File: config.mk
export PLATFORM = sky130hd
export DESIGN_NAME = stg_traffic
export DESIGN_NICKNAME = d
export VERILOG_FILES = /design/src/verilog/stg_pattern.v /design/src/verilog/stg_traffic.v
export VERILOG_INCLUDE_DIRS = /design/src /design/src/verilog
export SDC_FILE = /design/constraint.sdc
export NUM_CORES = 1
export LEC_CHECK = 0
export ABC_AREA = 1
export BUFFER_PORTS_ARGS = -buffer_cell sky130_fd_sc_hd__buf_2
export CORE_ASPECT_RATIO = 0.8
export CORE_MARGIN = 2
export CORE_UTILIZATION = 57
export DETAILED_ROUTE_END_ITERATION = 10
export HOLD_SLACK_MARGIN = 0.06
export PLACE_DENSITY_LB_ADDON = 0.08
export SLEW_MARGIN = 10
export SYNTH_ARGS = -nofsm -noshare
export SYNTH_HDL_FRONTEND = slang
export SYNTH_SLANG_ARGS = --single-unit
File: constraint.sdc
create_clock -name clk_sys_in -period 6.9 [get_ports clk_sys_in]
set_clock_uncertainty 0.05 [all_clocks]
set_input_delay 0.345 -clock clk_sys_in [delete_from_list [all_inputs] [get_ports clk_sys_in]]
set_output_delay 0.345 -clock clk_sys_in [all_outputs]
set_load 0.005 [all_outputs]
File: src/verilog/stg_map.vh
/*
  Register map, field positions, reset values and stream geometry of the
  stream traffic generator and checker.
  Assumes a 32-bit register bus with byte addresses and a 64-bit stream.
*/
`ifndef STG_MAP_VH
`define STG_MAP_VH

// register byte offsets (address bits [4:0])
`define STG_OFS_CONTROL 5'h00
`define STG_OFS_FRAME_LEN 5'h04
`define STG_OFS_TAG_WRAP 5'h08
`define STG_OFS_STATUS 5'h0C
`define STG_OFS_TAG_NOW 5'h10

// control register fields
`define STG_CTL_GEN_EN 0
`define STG_CTL_CHK_EN 1
`define STG_CTL_LOOP_EN 2

// status register fields
`define STG_STS_MISMATCH 0
`define STG_STS_GEN_BUSY 1
`define STG_STS_LINK_OK 2

// reset values
`define STG_RST_CONTROL 3'h0
`define STG_RST_FRAME_LEN 16'h0040
`define STG_RST_TAG_WRAP 16'hFFFF

// stream geometry: 8 bytes per beat
`define STG_DATA_W 64
`define STG_KEEP_W 8
`define STG_BEAT_SHIFT 3

`endif

File: src/verilog/stg_pattern.v
/*
  Expected beat builder: the length-and-tag word pattern for one beat.
  Assumes little-endian byte lanes; purely combinational.
*/
`timescale 1ns/1ps
`default_nettype none
`include "stg_map.vh"

module stg_pattern (
  input wire first_in,
  input wire [15:0] len_in,
  input wire [15:0] tag_in,
  output wire [`STG_DATA_W-1:0] data_out
);

  // every 16-bit lane holds the tag
  // except the low lane of a first beat, which holds the length
  assign data_out = {tag_in, tag_in, tag_in, first_in ? len_in : tag_in};

endmodule // stg_pattern

`default_nettype wire

File: src/verilog/stg_traffic.v
/*
  Stream traffic generator, checker and loopback with its register slave.
  Assumes one clock shared with the DMA stream channels, link status and
  soft reset; registers reached over Avalon-MM with waitrequest.
*/
// The implementer's own choices: the register addresses and the Avalon-MM interface to the registers.
// Functional notes
// - generator emits packets of programmed length
// - checker receives packets of programmed length
// - loopback returns every host beat to card-to-host
// - looped traffic is never compared
// - generator and checker start only when enabled
// - first beat low two bytes hold length
// - all other bytes hold packet tag
// - tag increments by one per packet
// - tag restarts after programmed wrap value
// - checker compares every kept byte from first beat
// - mismatch flag visible in status register
// - generated packets go to card-to-host channel
// - generator uses the checker's pattern
// - streams use valid/ready handshake
// - packet length comes from software register
// - registers sit behind a bus slave
// - link down or soft reset clears engines
`timescale 1ns/1ps
`default_nettype none
`include "stg_map.vh"

module stg_traffic (
  input wire clk_sys_in,
  input wire sys_rst_in,
  input wire link_up_in,
  input wire dma_soft_rst_in,
  input wire [4:0] avs_address_in,
  input wire avs_read_in,
  input wire avs_write_in,
  input wire [31:0] avs_writedata_in,
  input wire [3:0] avs_byteenable_in,
  output reg [31:0] avs_readdata_out,
  output wire avs_waitrequest_out,
  input wire [`STG_DATA_W-1:0] h2c_tdata_in,
  input wire [`STG_KEEP_W-1:0] h2c_tkeep_in,
  input wire h2c_tlast_in,
  input wire h2c_tvalid_in,
  output wire h2c_tready_out,
  output wire [`STG_DATA_W-1:0] c2h_tdata_out,
  output wire [`STG_KEEP_W-1:0] c2h_tkeep_out,
  output wire c2h_tlast_out,
  output wire c2h_tvalid_out,
  input wire c2h_tready_in,
  output wire mismatch_out
);

  // beats in a packet of len bytes; a zero length still sends one beat
  function [13:0] num_beats;
    input [15:0] len;
    reg [13:0] n;
    begin
      n = {1'b0, len[15:`STG_BEAT_SHIFT]} + {13'h0000, |len[2:0]};
      num_beats = (n == 14'h0000) ? 14'h0001 : n;
    end
  endfunction

  // byte enables of the closing beat
  function [`STG_KEEP_W-1:0] tail_keep;
    input [15:0] len;
    begin
      case (len[2:0])
        3'h1: tail_keep = 8'h01;
        3'h2: tail_keep = 8'h03;
        3'h3: tail_keep = 8'h07;
        3'h4: tail_keep = 8'h0F;
        3'h5: tail_keep = 8'h1F;
        3'h6: tail_keep = 8'h3F;
        3'h7: tail_keep = 8'h7F;
        default: tail_keep = 8'hFF;
      endcase
    end
  endfunction

  function [15:0] next_tag;
    input [15:0] tag;
    input [15:0] wrap;
    begin
      if (tag == wrap) begin
        next_tag = 16'h0000;
      end else begin
        next_tag = tag + 16'h0001;
      end
    end
  endfunction

  function [31:0] merge_be;
    input [31:0] old;
    input [31:0] wd;
    input [3:0] be;
    integer i;
    begin
      merge_be = old;
      for (i = 0; i < 4; i = i + 1) begin
        if (be[i]) begin
          merge_be[i*8 +: 8] = wd[i*8 +: 8];
        end
      end
    end
  endfunction

  reg [2:0] control_q;
  reg [15:0] frame_len_q;
  reg [15:0] tag_wrap_q;
  reg bus_ack_q;
  reg mismatch_q;
  reg [13:0] gen_beat_q;
  reg [15:0] gen_tag_q;
  reg gen_busy_q;
  reg [13:0] chk_beat_q;
  reg [15:0] chk_tag_q;
  reg out_valid_q;
  reg [`STG_DATA_W-1:0] out_data_q;
  reg [`STG_KEEP_W-1:0] out_keep_q;
  reg out_last_q;

  wire gen_en = control_q[`STG_CTL_GEN_EN];
  wire chk_en = control_q[`STG_CTL_CHK_EN];
  wire loop_en = control_q[`STG_CTL_LOOP_EN];

  // engines are held clear while the link is down or the DMA resets them
  wire eng_clr = ~link_up_in | dma_soft_rst_in;

  wire [13:0] beats = num_beats(frame_len_q);
  wire [`STG_KEEP_W-1:0] last_keep = tail_keep(frame_len_q);

  // register slave: one wait cycle, then the access completes
  wire bus_req = avs_read_in | avs_write_in;
  assign avs_waitrequest_out = bus_req & ~bus_ack_q;
  wire bus_take = bus_req & bus_ack_q;

  wire [31:0] control_word = {29'h00000000, control_q};
  wire [31:0] len_word = {16'h0000, frame_len_q};
  wire [31:0] wrap_word = {16'h0000, tag_wrap_q};
  wire [31:0] status_word = {29'h00000000, link_up_in & ~dma_soft_rst_in,
                             gen_busy_q, mismatch_q};
  wire [31:0] tag_word = {chk_tag_q, gen_tag_q};

  reg [31:0] rd_mux;
  always @* begin
    case (avs_address_in)
      `STG_OFS_CONTROL: rd_mux = control_word;
      `STG_OFS_FRAME_LEN: rd_mux = len_word;
      `STG_OFS_TAG_WRAP: rd_mux = wrap_word;
      `STG_OFS_STATUS: rd_mux = status_word;
      `STG_OFS_TAG_NOW: rd_mux = tag_word;
      default: rd_mux = 32'h00000000;
    endcase
  end

  wire [31:0] control_wr = merge_be(control_word, avs_writedata_in,
                                    avs_byteenable_in);
  wire [31:0] len_wr = merge_be(len_word, avs_writedata_in,
                                avs_byteenable_in);
  wire [31:0] wrap_wr = merge_be(wrap_word, avs_writedata_in,
                                 avs_byteenable_in);

  always @(posedge clk_sys_in or posedge sys_rst_in) begin
    if (sys_rst_in) begin
      bus_ack_q <= 1'b0;
      avs_readdata_out <= 32'h00000000;
      control_q <= `STG_RST_CONTROL;
      frame_len_q <= `STG_RST_FRAME_LEN;
      tag_wrap_q <= `STG_RST_TAG_WRAP;
    end else begin
      bus_ack_q <= bus_req & ~bus_ack_q;
      // read data is captured during the wait cycle and held after
      if (avs_read_in & ~bus_ack_q) begin
        avs_readdata_out <= rd_mux;
      end
      if (bus_take & avs_write_in) begin
        case (avs_address_in)
          `STG_OFS_CONTROL: control_q <= control_wr[2:0];
          `STG_OFS_FRAME_LEN: frame_len_q <= len_wr[15:0];
          `STG_OFS_TAG_WRAP: tag_wrap_q <= wrap_wr[15:0];
          default: control_q <= control_q;
        endcase
      end
    end
  end

  // card-to-host output stage; loopback takes it before the generator
  wire stage_free = ~out_valid_q | c2h_tready_in;
  wire loop_act = loop_en & ~eng_clr;
  assign h2c_tready_out = ~loop_act | stage_free;
  wire h2c_fire = h2c_tvalid_in & h2c_tready_out;
  wire loop_load = loop_act & h2c_fire;
  // a started packet is finished even if the enable drops meanwhile
  wire gen_load = stage_free & ~loop_en & ~eng_clr
                  & (gen_busy_q | gen_en);
  wire gen_last = (gen_beat_q == beats - 14'h0001);

  wire [`STG_DATA_W-1:0] gen_data;
  wire [`STG_DATA_W-1:0] chk_data;

  // the same builder serves both directions, so they cannot disagree
  stg_pattern u_gen_pattern (
    .first_in(gen_beat_q == 14'h0000),
    .len_in(frame_len_q),
    .tag_in(gen_tag_q),
    .data_out(gen_data)
  );

  stg_pattern u_chk_pattern (
    .first_in(chk_beat_q == 14'h0000),
    .len_in(frame_len_q),
    .tag_in(chk_tag_q),
    .data_out(chk_data)
  );

  always @(posedge clk_sys_in or posedge sys_rst_in) begin
    if (sys_rst_in) begin
      out_valid_q <= 1'b0;
      out_data_q <= {`STG_DATA_W{1'b0}};
      out_keep_q <= {`STG_KEEP_W{1'b0}};
      out_last_q <= 1'b0;
      gen_beat_q <= 14'h0000;
      gen_tag_q <= 16'h0000;
      gen_busy_q <= 1'b0;
    end else if (eng_clr) begin
      out_valid_q <= 1'b0;
      gen_beat_q <= 14'h0000;
      gen_tag_q <= 16'h0000;
      gen_busy_q <= 1'b0;
    end else begin
      if (loop_load) begin
        out_valid_q <= 1'b1;
        out_data_q <= h2c_tdata_in;
        out_keep_q <= h2c_tkeep_in;
        out_last_q <= h2c_tlast_in;
      end else if (gen_load) begin
        out_valid_q <= 1'b1;
        out_data_q <= gen_data;
        out_keep_q <= gen_last ? last_keep : 8'hFF;
        out_last_q <= gen_last;
        if (gen_last) begin
          gen_beat_q <= 14'h0000;
          gen_tag_q <= next_tag(gen_tag_q, tag_wrap_q);
          gen_busy_q <= 1'b0;
        end else begin
          gen_beat_q <= gen_beat_q + 14'h0001;
          gen_busy_q <= 1'b1;
        end
      end else if (c2h_tready_in) begin
        out_valid_q <= 1'b0;
      end
    end
  end

  assign c2h_tvalid_out = out_valid_q;
  assign c2h_tdata_out = out_data_q;
  assign c2h_tkeep_out = out_keep_q;
  assign c2h_tlast_out = out_last_q;

  // checker: only kept bytes are compared; a misplaced end also fails
  wire chk_act = chk_en & ~loop_en & ~eng_clr;
  wire chk_fire = chk_act & h2c_fire;
  wire chk_end = (chk_beat_q == beats - 14'h0001);
  reg [`STG_DATA_W-1:0] keep_mask;
  integer b;
  always @* begin
    keep_mask = {`STG_DATA_W{1'b0}};
    for (b = 0; b < `STG_KEEP_W; b = b + 1) begin
      keep_mask[b*8 +: 8] = {8{h2c_tkeep_in[b]}};
    end
  end
  wire byte_bad = |((h2c_tdata_in ^ chk_data) & keep_mask);
  wire chk_bad = byte_bad | (h2c_tlast_in != chk_end);

  always @(posedge clk_sys_in or posedge sys_rst_in) begin
    if (sys_rst_in) begin
      chk_beat_q <= 14'h0000;
      chk_tag_q <= 16'h0000;
      mismatch_q <= 1'b0;
    end else if (eng_clr | ~chk_en) begin
      chk_beat_q <= 14'h0000;
      chk_tag_q <= 16'h0000;
      mismatch_q <= 1'b0;
    end else begin
      if (chk_fire & chk_bad) begin
        mismatch_q <= 1'b1;
      end
      if (chk_fire) begin
        // resynchronise on the sender's end marker, not the count
        if (h2c_tlast_in) begin
          chk_beat_q <= 14'h0000;
          chk_tag_q <= next_tag(chk_tag_q, tag_wrap_q);
        end else begin
          chk_beat_q <= chk_beat_q + 14'h0001;
        end
      end
    end
  end

  assign mismatch_out = mismatch_q;

endmodule // stg_traffic

`default_nettype wire
Yosys cells after proc, flatten, opt, wreduce, memory -nomap -nowiden
Index checks and enable logic that the tools add are counted.
{"block": "totals", "output_inout_bits": 109, "elab_cells": 132, "in_bits": 122, "reg_bits": 204}
{"block": "classes", "n_reduce_logical": 22, "muxes": 38, "eq_ne": 17, "n_bitwise": 32, "n_addsub": 6}
{"op": "2-to-1 mux 16 bit", "count": 11}
{"op": "one-hot mux 32 bit (5 select lines)", "count": 1}
{"op": "2-to-1 mux 64 bit", "count": 2}
{"op": "2-to-1 mux 14 bit", "count": 8}
{"op": "bitwise AND 64 bit", "count": 1}
{"op": "OR reduction 64 bit", "count": 1}
{"op": "XOR 64 bit", "count": 1}
{"op": "one-hot mux 8 bit (7 select lines)", "count": 1}
{"op": "logical NOT 14 bit", "count": 3}
{"op": "adder 16 x 1 -> 16 bit (second input constant)", "count": 2}
{"op": "equality test 16 bit", "count": 2}
{"op": "adder 14 x 1 -> 14 bit (second input constant)", "count": 2}
{"op": "equality test 14 bit", "count": 2}
{"op": "2-to-1 mux 8 bit", "count": 3}
{"op": "AND reduction 3 bit", "count": 6}
{"op": "bitwise AND 1 bit", "count": 15}
{"op": "adder 13 x 1 -> 14 bit", "count": 1}
{"op": "subtractor 14 x 1 -> 14 bit (second input constant)", "count": 1}
{"op": "equality test 3 bit (second input constant)", "count": 4}
{"op": "2-to-1 mux 1 bit", "count": 12}
{"op": "nonzero test 2 bit", "count": 6}
{"op": "equality test 5 x 4 -> 1 bit (second input constant)", "count": 2}
{"op": "NOT 1 bit", "count": 8}
{"op": "OR 1 bit", "count": 7}
{"op": "10 further kinds", "count": 13}

Depth between registers and ports, before layout
{"block": "logic_depth", "word_depth": 11, "ltp_mapped": 33}

By module
Synthesis repeated with hierarchy kept, for this count alone.
{"block": "unflattened", "hier_cells": 1794, "area_unflattened_um2": 13332.8}
{"module": "stg_traffic", "instances": 1, "seq_area_each_um2": 5126.2, "area_each_um2": 12124.1, "cells_each": 1594}
{"module": "stg_pattern", "instances": 2, "seq_area_each_um2": 0.0, "area_each_um2": 604.3, "cells_each": 100}

Least setup slack after synthesis
Ideal clock, no wire load.
{"block": "synth_timing", "path_kind": "register to register", "start": "reg frame_len_q[0]", "end": "reg gen_beat_q[13]", "stages_incl_launch_ff": 30, "slack_ns": 2.935, "arrival_time_ns": 3.791, "n_path_buf": 1, "period_less_slack_ns": 3.965, "path_cell_list": "dfrtp_1 -> nor2_1 -> nand2_1 -> ha_1 -> ha_1 -> nand3_1 -> xor2_1 -> nor2_4 -> nand2_1 -> nor2_2 -> nand3_2 -> nand2_1 -> inv_1 -> ha_1 -> inv_1 -> nor3_4 -> inv_2 -> nor2_4 -> nand3b_1 -> nand2_1 -> nand2_1 -> nand2_1 -> nand3_2 -> nor3_2 -> nand2_2 -> nand2_2 -> nand2_4 -> inv_4 -> buf_12 -> nor2_4"}
{"block": "synth_between", "elab_chain_len": 10}
{"item": "from (decl)", "line_no": "stg_traffic.v:109", "source": "reg [15:0] frame_len_q;"}
{"item": "from (signal assigned)", "line_no": "stg_traffic.v:169", "source": "frame_len_q <= `STG_RST_FRAME_LEN;"}
{"item": "from (signal assigned)", "line_no": "stg_traffic.v:180", "source": "`STG_OFS_FRAME_LEN: frame_len_q <= len_wr[15:0];"}
{"item": "OR reduction 3 bit *", "line_no": "stg_traffic.v:59", "source": "n = {1'b0, len[15:`STG_BEAT_SHIFT]} + {13'h0000, |len[2:0]};"}
{"item": "adder 13 x 1 -> 14 bit *", "line_no": "stg_traffic.v:59"}
{"item": "logical NOT 14 bit", "line_no": "stg_traffic.v:60", "source": "num_beats = (n == 14'h0000) ? 14'h0001 : n;"}
{"item": "2-to-1 mux 14 bit *", "line_no": "stg_traffic.v:60"}
{"item": "subtractor 14 x 1 -> 14 bit *", "line_no": "stg_traffic.v:197", "source": "wire gen_last = (gen_beat_q == beats - 14'h0001);"}
{"item": "equality test 14 bit *", "line_no": "stg_traffic.v:197"}
{"item": "2-to-1 mux 14 bit *", "line_no": "stg_traffic.v:242", "source": "if (gen_last) begin"}
{"item": "2-to-1 mux 14 bit *", "line_no": "stg_traffic.v:237", "source": "end else if (gen_load) begin"}
{"item": "2-to-1 mux 14 bit *", "line_no": "stg_traffic.v:232", "source": "if (loop_load) begin"}
{"item": "2-to-1 mux 14 bit *", "line_no": "stg_traffic.v:226", "source": "end else if (eng_clr) begin"}
{"item": "to (signal assigned)", "line_no": "stg_traffic.v:247", "source": "gen_beat_q <= gen_beat_q + 14'h0001;"}
{"item": "to (decl)", "line_no": "stg_traffic.v:113", "source": "reg [13:0] gen_beat_q;"}
Every way passes the cells marked *; elsewhere a longest branch is shown, timed or not. The select of a mux whose other input is x is not followed.
A chain may end at the register's enable or synchronous reset.

Worst setup path in the final report
{"block": "layout_timing", "start": "reg frame_len_q[2]", "end": "reg gen_beat_q[10]"}
Same word-level chain as after synthesis.

==> flow_summary.ini <==
[critical_path]
cp.arrival_ns = 5.83
path_class = register to register
setup.worst_path.start_class = register
path_max_fanout = 33
ff2ff_path_depth = 28
crit_top_cell = nand2_1
slowest_stage = dfrtp_1
end_kind = register
max_stage_delay_ns = 0.54
required_ns = 7.23

[cells_and_area]
drive_gt1_share_pct = 19.7
stdcell_count = 2172
syn_to_final_growth_pct = 18.3
insertedDiodeCount = 0
nets = 2012

[global_route]
antenna_found_initial = 0
grt_max_degree = 96
first_global_vias = 11600
grtUsageTotal_pct = 37.3
grt-ovfl-total = 0
grt_pass1_wl_mm = 66.1

[pwr]
power_density_mw_per_mm2 = 245
leakage_nw = 6.71
peakVddDrop_v = 0.000179

[route]
drc = 0
drtIter0Drc = 1519
wire_per_inst_um = 20.0
drt-total-wl_mm = 43.4
detail-route-antenna-nets = 0
dr.pass1.iters = 6
via_count = 12900
vias_per_cell = 5.92

[timing]
finalCritPeriodShare_pct = 79.7
slew_violations = 0
hold_viol_final = 0
tns_ns = 0
setup_viol = 0
grt_setup_unrepaired = false
fmax_ghz = 0.182
min_period_ns = 5.50
tightest_slew_ns = 1.20
slew_headroom_pct = 19.7

[floorplan]
die_w_um = 170
die_area_mm2 = 0.0232
rows = 48
pin_count = 231
core_mm2 = 0.0216
dieHeight_um = 137
initial_core_util_pct = 58.2

[synth]
netlist_area_mm2 = 0.0125
ys_warn_count = 0
synth.avg_cell_area_um2 = 7.51
ys_seq_elements = 204
synth_cell_type_count = 51
syn_inst = 1670
yosysSeqAreaShare_pct = 40.9
synth_fp_nets = 1801

[place]
gp_congestion = 0.968
dp.cells = 2095
hpwl_mm = 32.5
portBuffers = 212

[cts]
cts_max_path_buffers = 3
cts_tree = built
htreeDepth = 1
clk_pin_slew_ns = 0.06
clk_latency_ns = 0.51
cts_root_buf = clkbuf_16
cts_buffers = 23
cts_setup_buffers = 0
clock_sinks = 204

[min_path]
hold_class = primary input to register
holdPathStages = 3

[job]
drv_cap = 0

[run_status]
status = finished clean
-- worst max-delay path: cells and delay by family (launching register included) --
kind	cells	cell delay (ns)
buffers and inverters	5	0.82
flip-flops	1	0.54
adder cells (fa/ha/maj)	3	0.71
XOR/XNOR	1	0.42
AND/OR/NAND/NOR	19	2.82
-- cell type report --
| type | instances | area, um^2 |
|---|---|---|
| Clock buffer | 37 | 678 |
| Multi-Input combinational cell | 1227 | 6470 |
| Timing Repair Buffer | 259 | 1500 |
| Sequential cell | 204 | 5130 |
| Clock inverter | 4 | 73.8 |
| Tap cell | 275 | 344 |
| Inverter | 166 | 633 |
| Fill cell | 1836 | 6730 |
-- where the power goes --
| part | internal, mW | leakage [nW] | total, mW | switching, mW |
|---|---|---|---|---|
| registers | 1.35 | 2.64 | 1.47 | 0.120 |
| clock network | 0.745 | 0.367 | 1.24 | 0.493 |
| logic | 0.365 | 3.70 | 0.931 | 0.566 |
| total | 2.46 | 6.71 | 3.64 | 1.18 |
-- per-layer routing --
layer	wire length [um]	track usage, %	part of all wire (%)
met2	18300	56.0	42
met3	5440	8.73	13
met5	0	0	0
met4	1380	10.7	3.2
met1	18300	54.1	42
-- state kept, by name (all words and copies together), names as in the netlist --
signal / flops
avs_readdata_out: 32
bus_ack_q: 1
c2h_tdata_out: 64
c2h_tkeep_out: 8
c2h_tlast_out: 1
c2h_tvalid_out: 1
chk_beat_q: 14
chk_tag_q: 16
control_q: 3
frame_len_q: 16
gen_beat_q: 14
gen_busy_q: 1
gen_tag_q: 16
mismatch_out: 1
tag_wrap_q: 16
-- logic make-up after synthesis --
group | Yosys count | synth area share, %
xor gates and xnor gates | 97 | 6.83
AOI/OAI and AO/OA | 325 | 14.8
and+or+nand+nor | 796 | 29.0
buffers and inverters | 239 | 7.60
adders and majority gates | 9 | 0.898
DFF | 204 | 40.9
-- stage by stage --
step           hold WS, ns  instance area, um^2  worst slack (ns)  total power, mW  util, %
6_report            0.0687                14800              1.40             3.64     68.8
5_1_grt             0.0740                14800              1.01             3.82     68.8
4_1_cts             0.0603                14800              1.53             3.64     68.8
3_5_place_dp         0.406                13700              1.57             2.39     63.6
3_3_place_gp         0.398                13700              1.71             2.36     63.6
2_1_floorplan        0.402                12500             0.966             2.05        -
-- placed cells by master (no fill, tap or decap), types with 4 or more instances in the layout --
cell           synthesis  layout
dfrtp_1              187     187
inv_2                  4       6
o21ai_0              157     157
nor3b_1                7       7
nor3_1                35      35
xnor2_1               38      38
or2_2                  6       6
clkbuf_1              64       9
clkbuf_16              0      23
nand3_2                7       8
clkinv_1               5       5
nor2_2                 4       5
nand3b_1               4       4
buf_2                  0     212
nor2_4                15      15
nor4_1                16      15
a221oi_1              15      15
dfstp_2               17      17
o21ai_2               16      16
xor2_1                58      58
o31ai_1               14      14
dlygate4sd3_1          0      36
nand2_1              366     366
buf_4                  0      11
nand4_1               32      32
nand2_2               29      29
nor2_1               193     192
clkbuf_8               0       5
nand3_1               70      69
a21oi_1               89      89
inv_1                156     153
o22ai_1               18      18
ha_1                   9       9
-- Yosys cell counts (all sizes together) --
library cell | count | area, um^2
a31oi | 1 | 6.26
a22oi | 1 | 7.51
o221ai | 2 | 17.5
clkinv | 5 | 18.8
and3 | 1 | 6.26
o21bai | 1 | 7.51
a22o | 1 | 8.76
clkbuf | 64 | 240
o221a | 1 | 11.3
dfstp | 17 | 447
o41ai | 1 | 8.76
buf | 9 | 87.6
o21ai | 173 | 926
o21a | 1 | 7.51
a41oi | 2 | 17.5
nand3b | 5 | 41.3
xnor2 | 38 | 333
nand4 | 35 | 238
nor4 | 16 | 100
nor3 | 38 | 218
o31ai | 14 | 105
o22ai | 18 | 113
nand2 | 398 | 1590
dfrtp | 187 | 4680
xor2 | 59 | 524
a21oi | 89 | 445
or2 | 6 | 37.5
ha | 9 | 113
a211oi | 3 | 22.5
o211ai | 2 | 15.0
nor2 | 213 | 938
a221oi | 15 | 131
inv | 161 | 607
nor3b | 7 | 52.6
nand3 | 77 | 420
-- worst paths after layout --
| kind | start | endpoint | slack [ns] |
|---|---|---|---|
| min in group asynchronous | sys_rst_in | c2h_tdata_out[21]$_DFFE_PP0P_ | 0.40 |
| max in group asynchronous | sys_rst_in | frame_len_q[10]$_DFFE_PP0P_ | 5.03 |
| min reg2reg | bus_ack_q$_DFF_PP0_ | bus_ack_q$_DFF_PP0_ | 0.41 |
| max | frame_len_q[2]$_DFFE_PP0P_ | gen_beat_q[10]$_DFFE_PP0P_ | 1.40 |
| max reg2reg | frame_len_q[2]$_DFFE_PP0P_ | gen_beat_q[10]$_DFFE_PP0P_ | 1.40 |
| min | h2c_tdata_in[41] | c2h_tdata_out[41]$_DFFE_PP0P_ | 0.07 |
-- timing repair --
action	in CTS	in global routing
hold buffers	36	0
gates resized for setup	0	0
hold endpoints to repair	130	0
No activity file was read; power rests on OpenSTA's default activity.
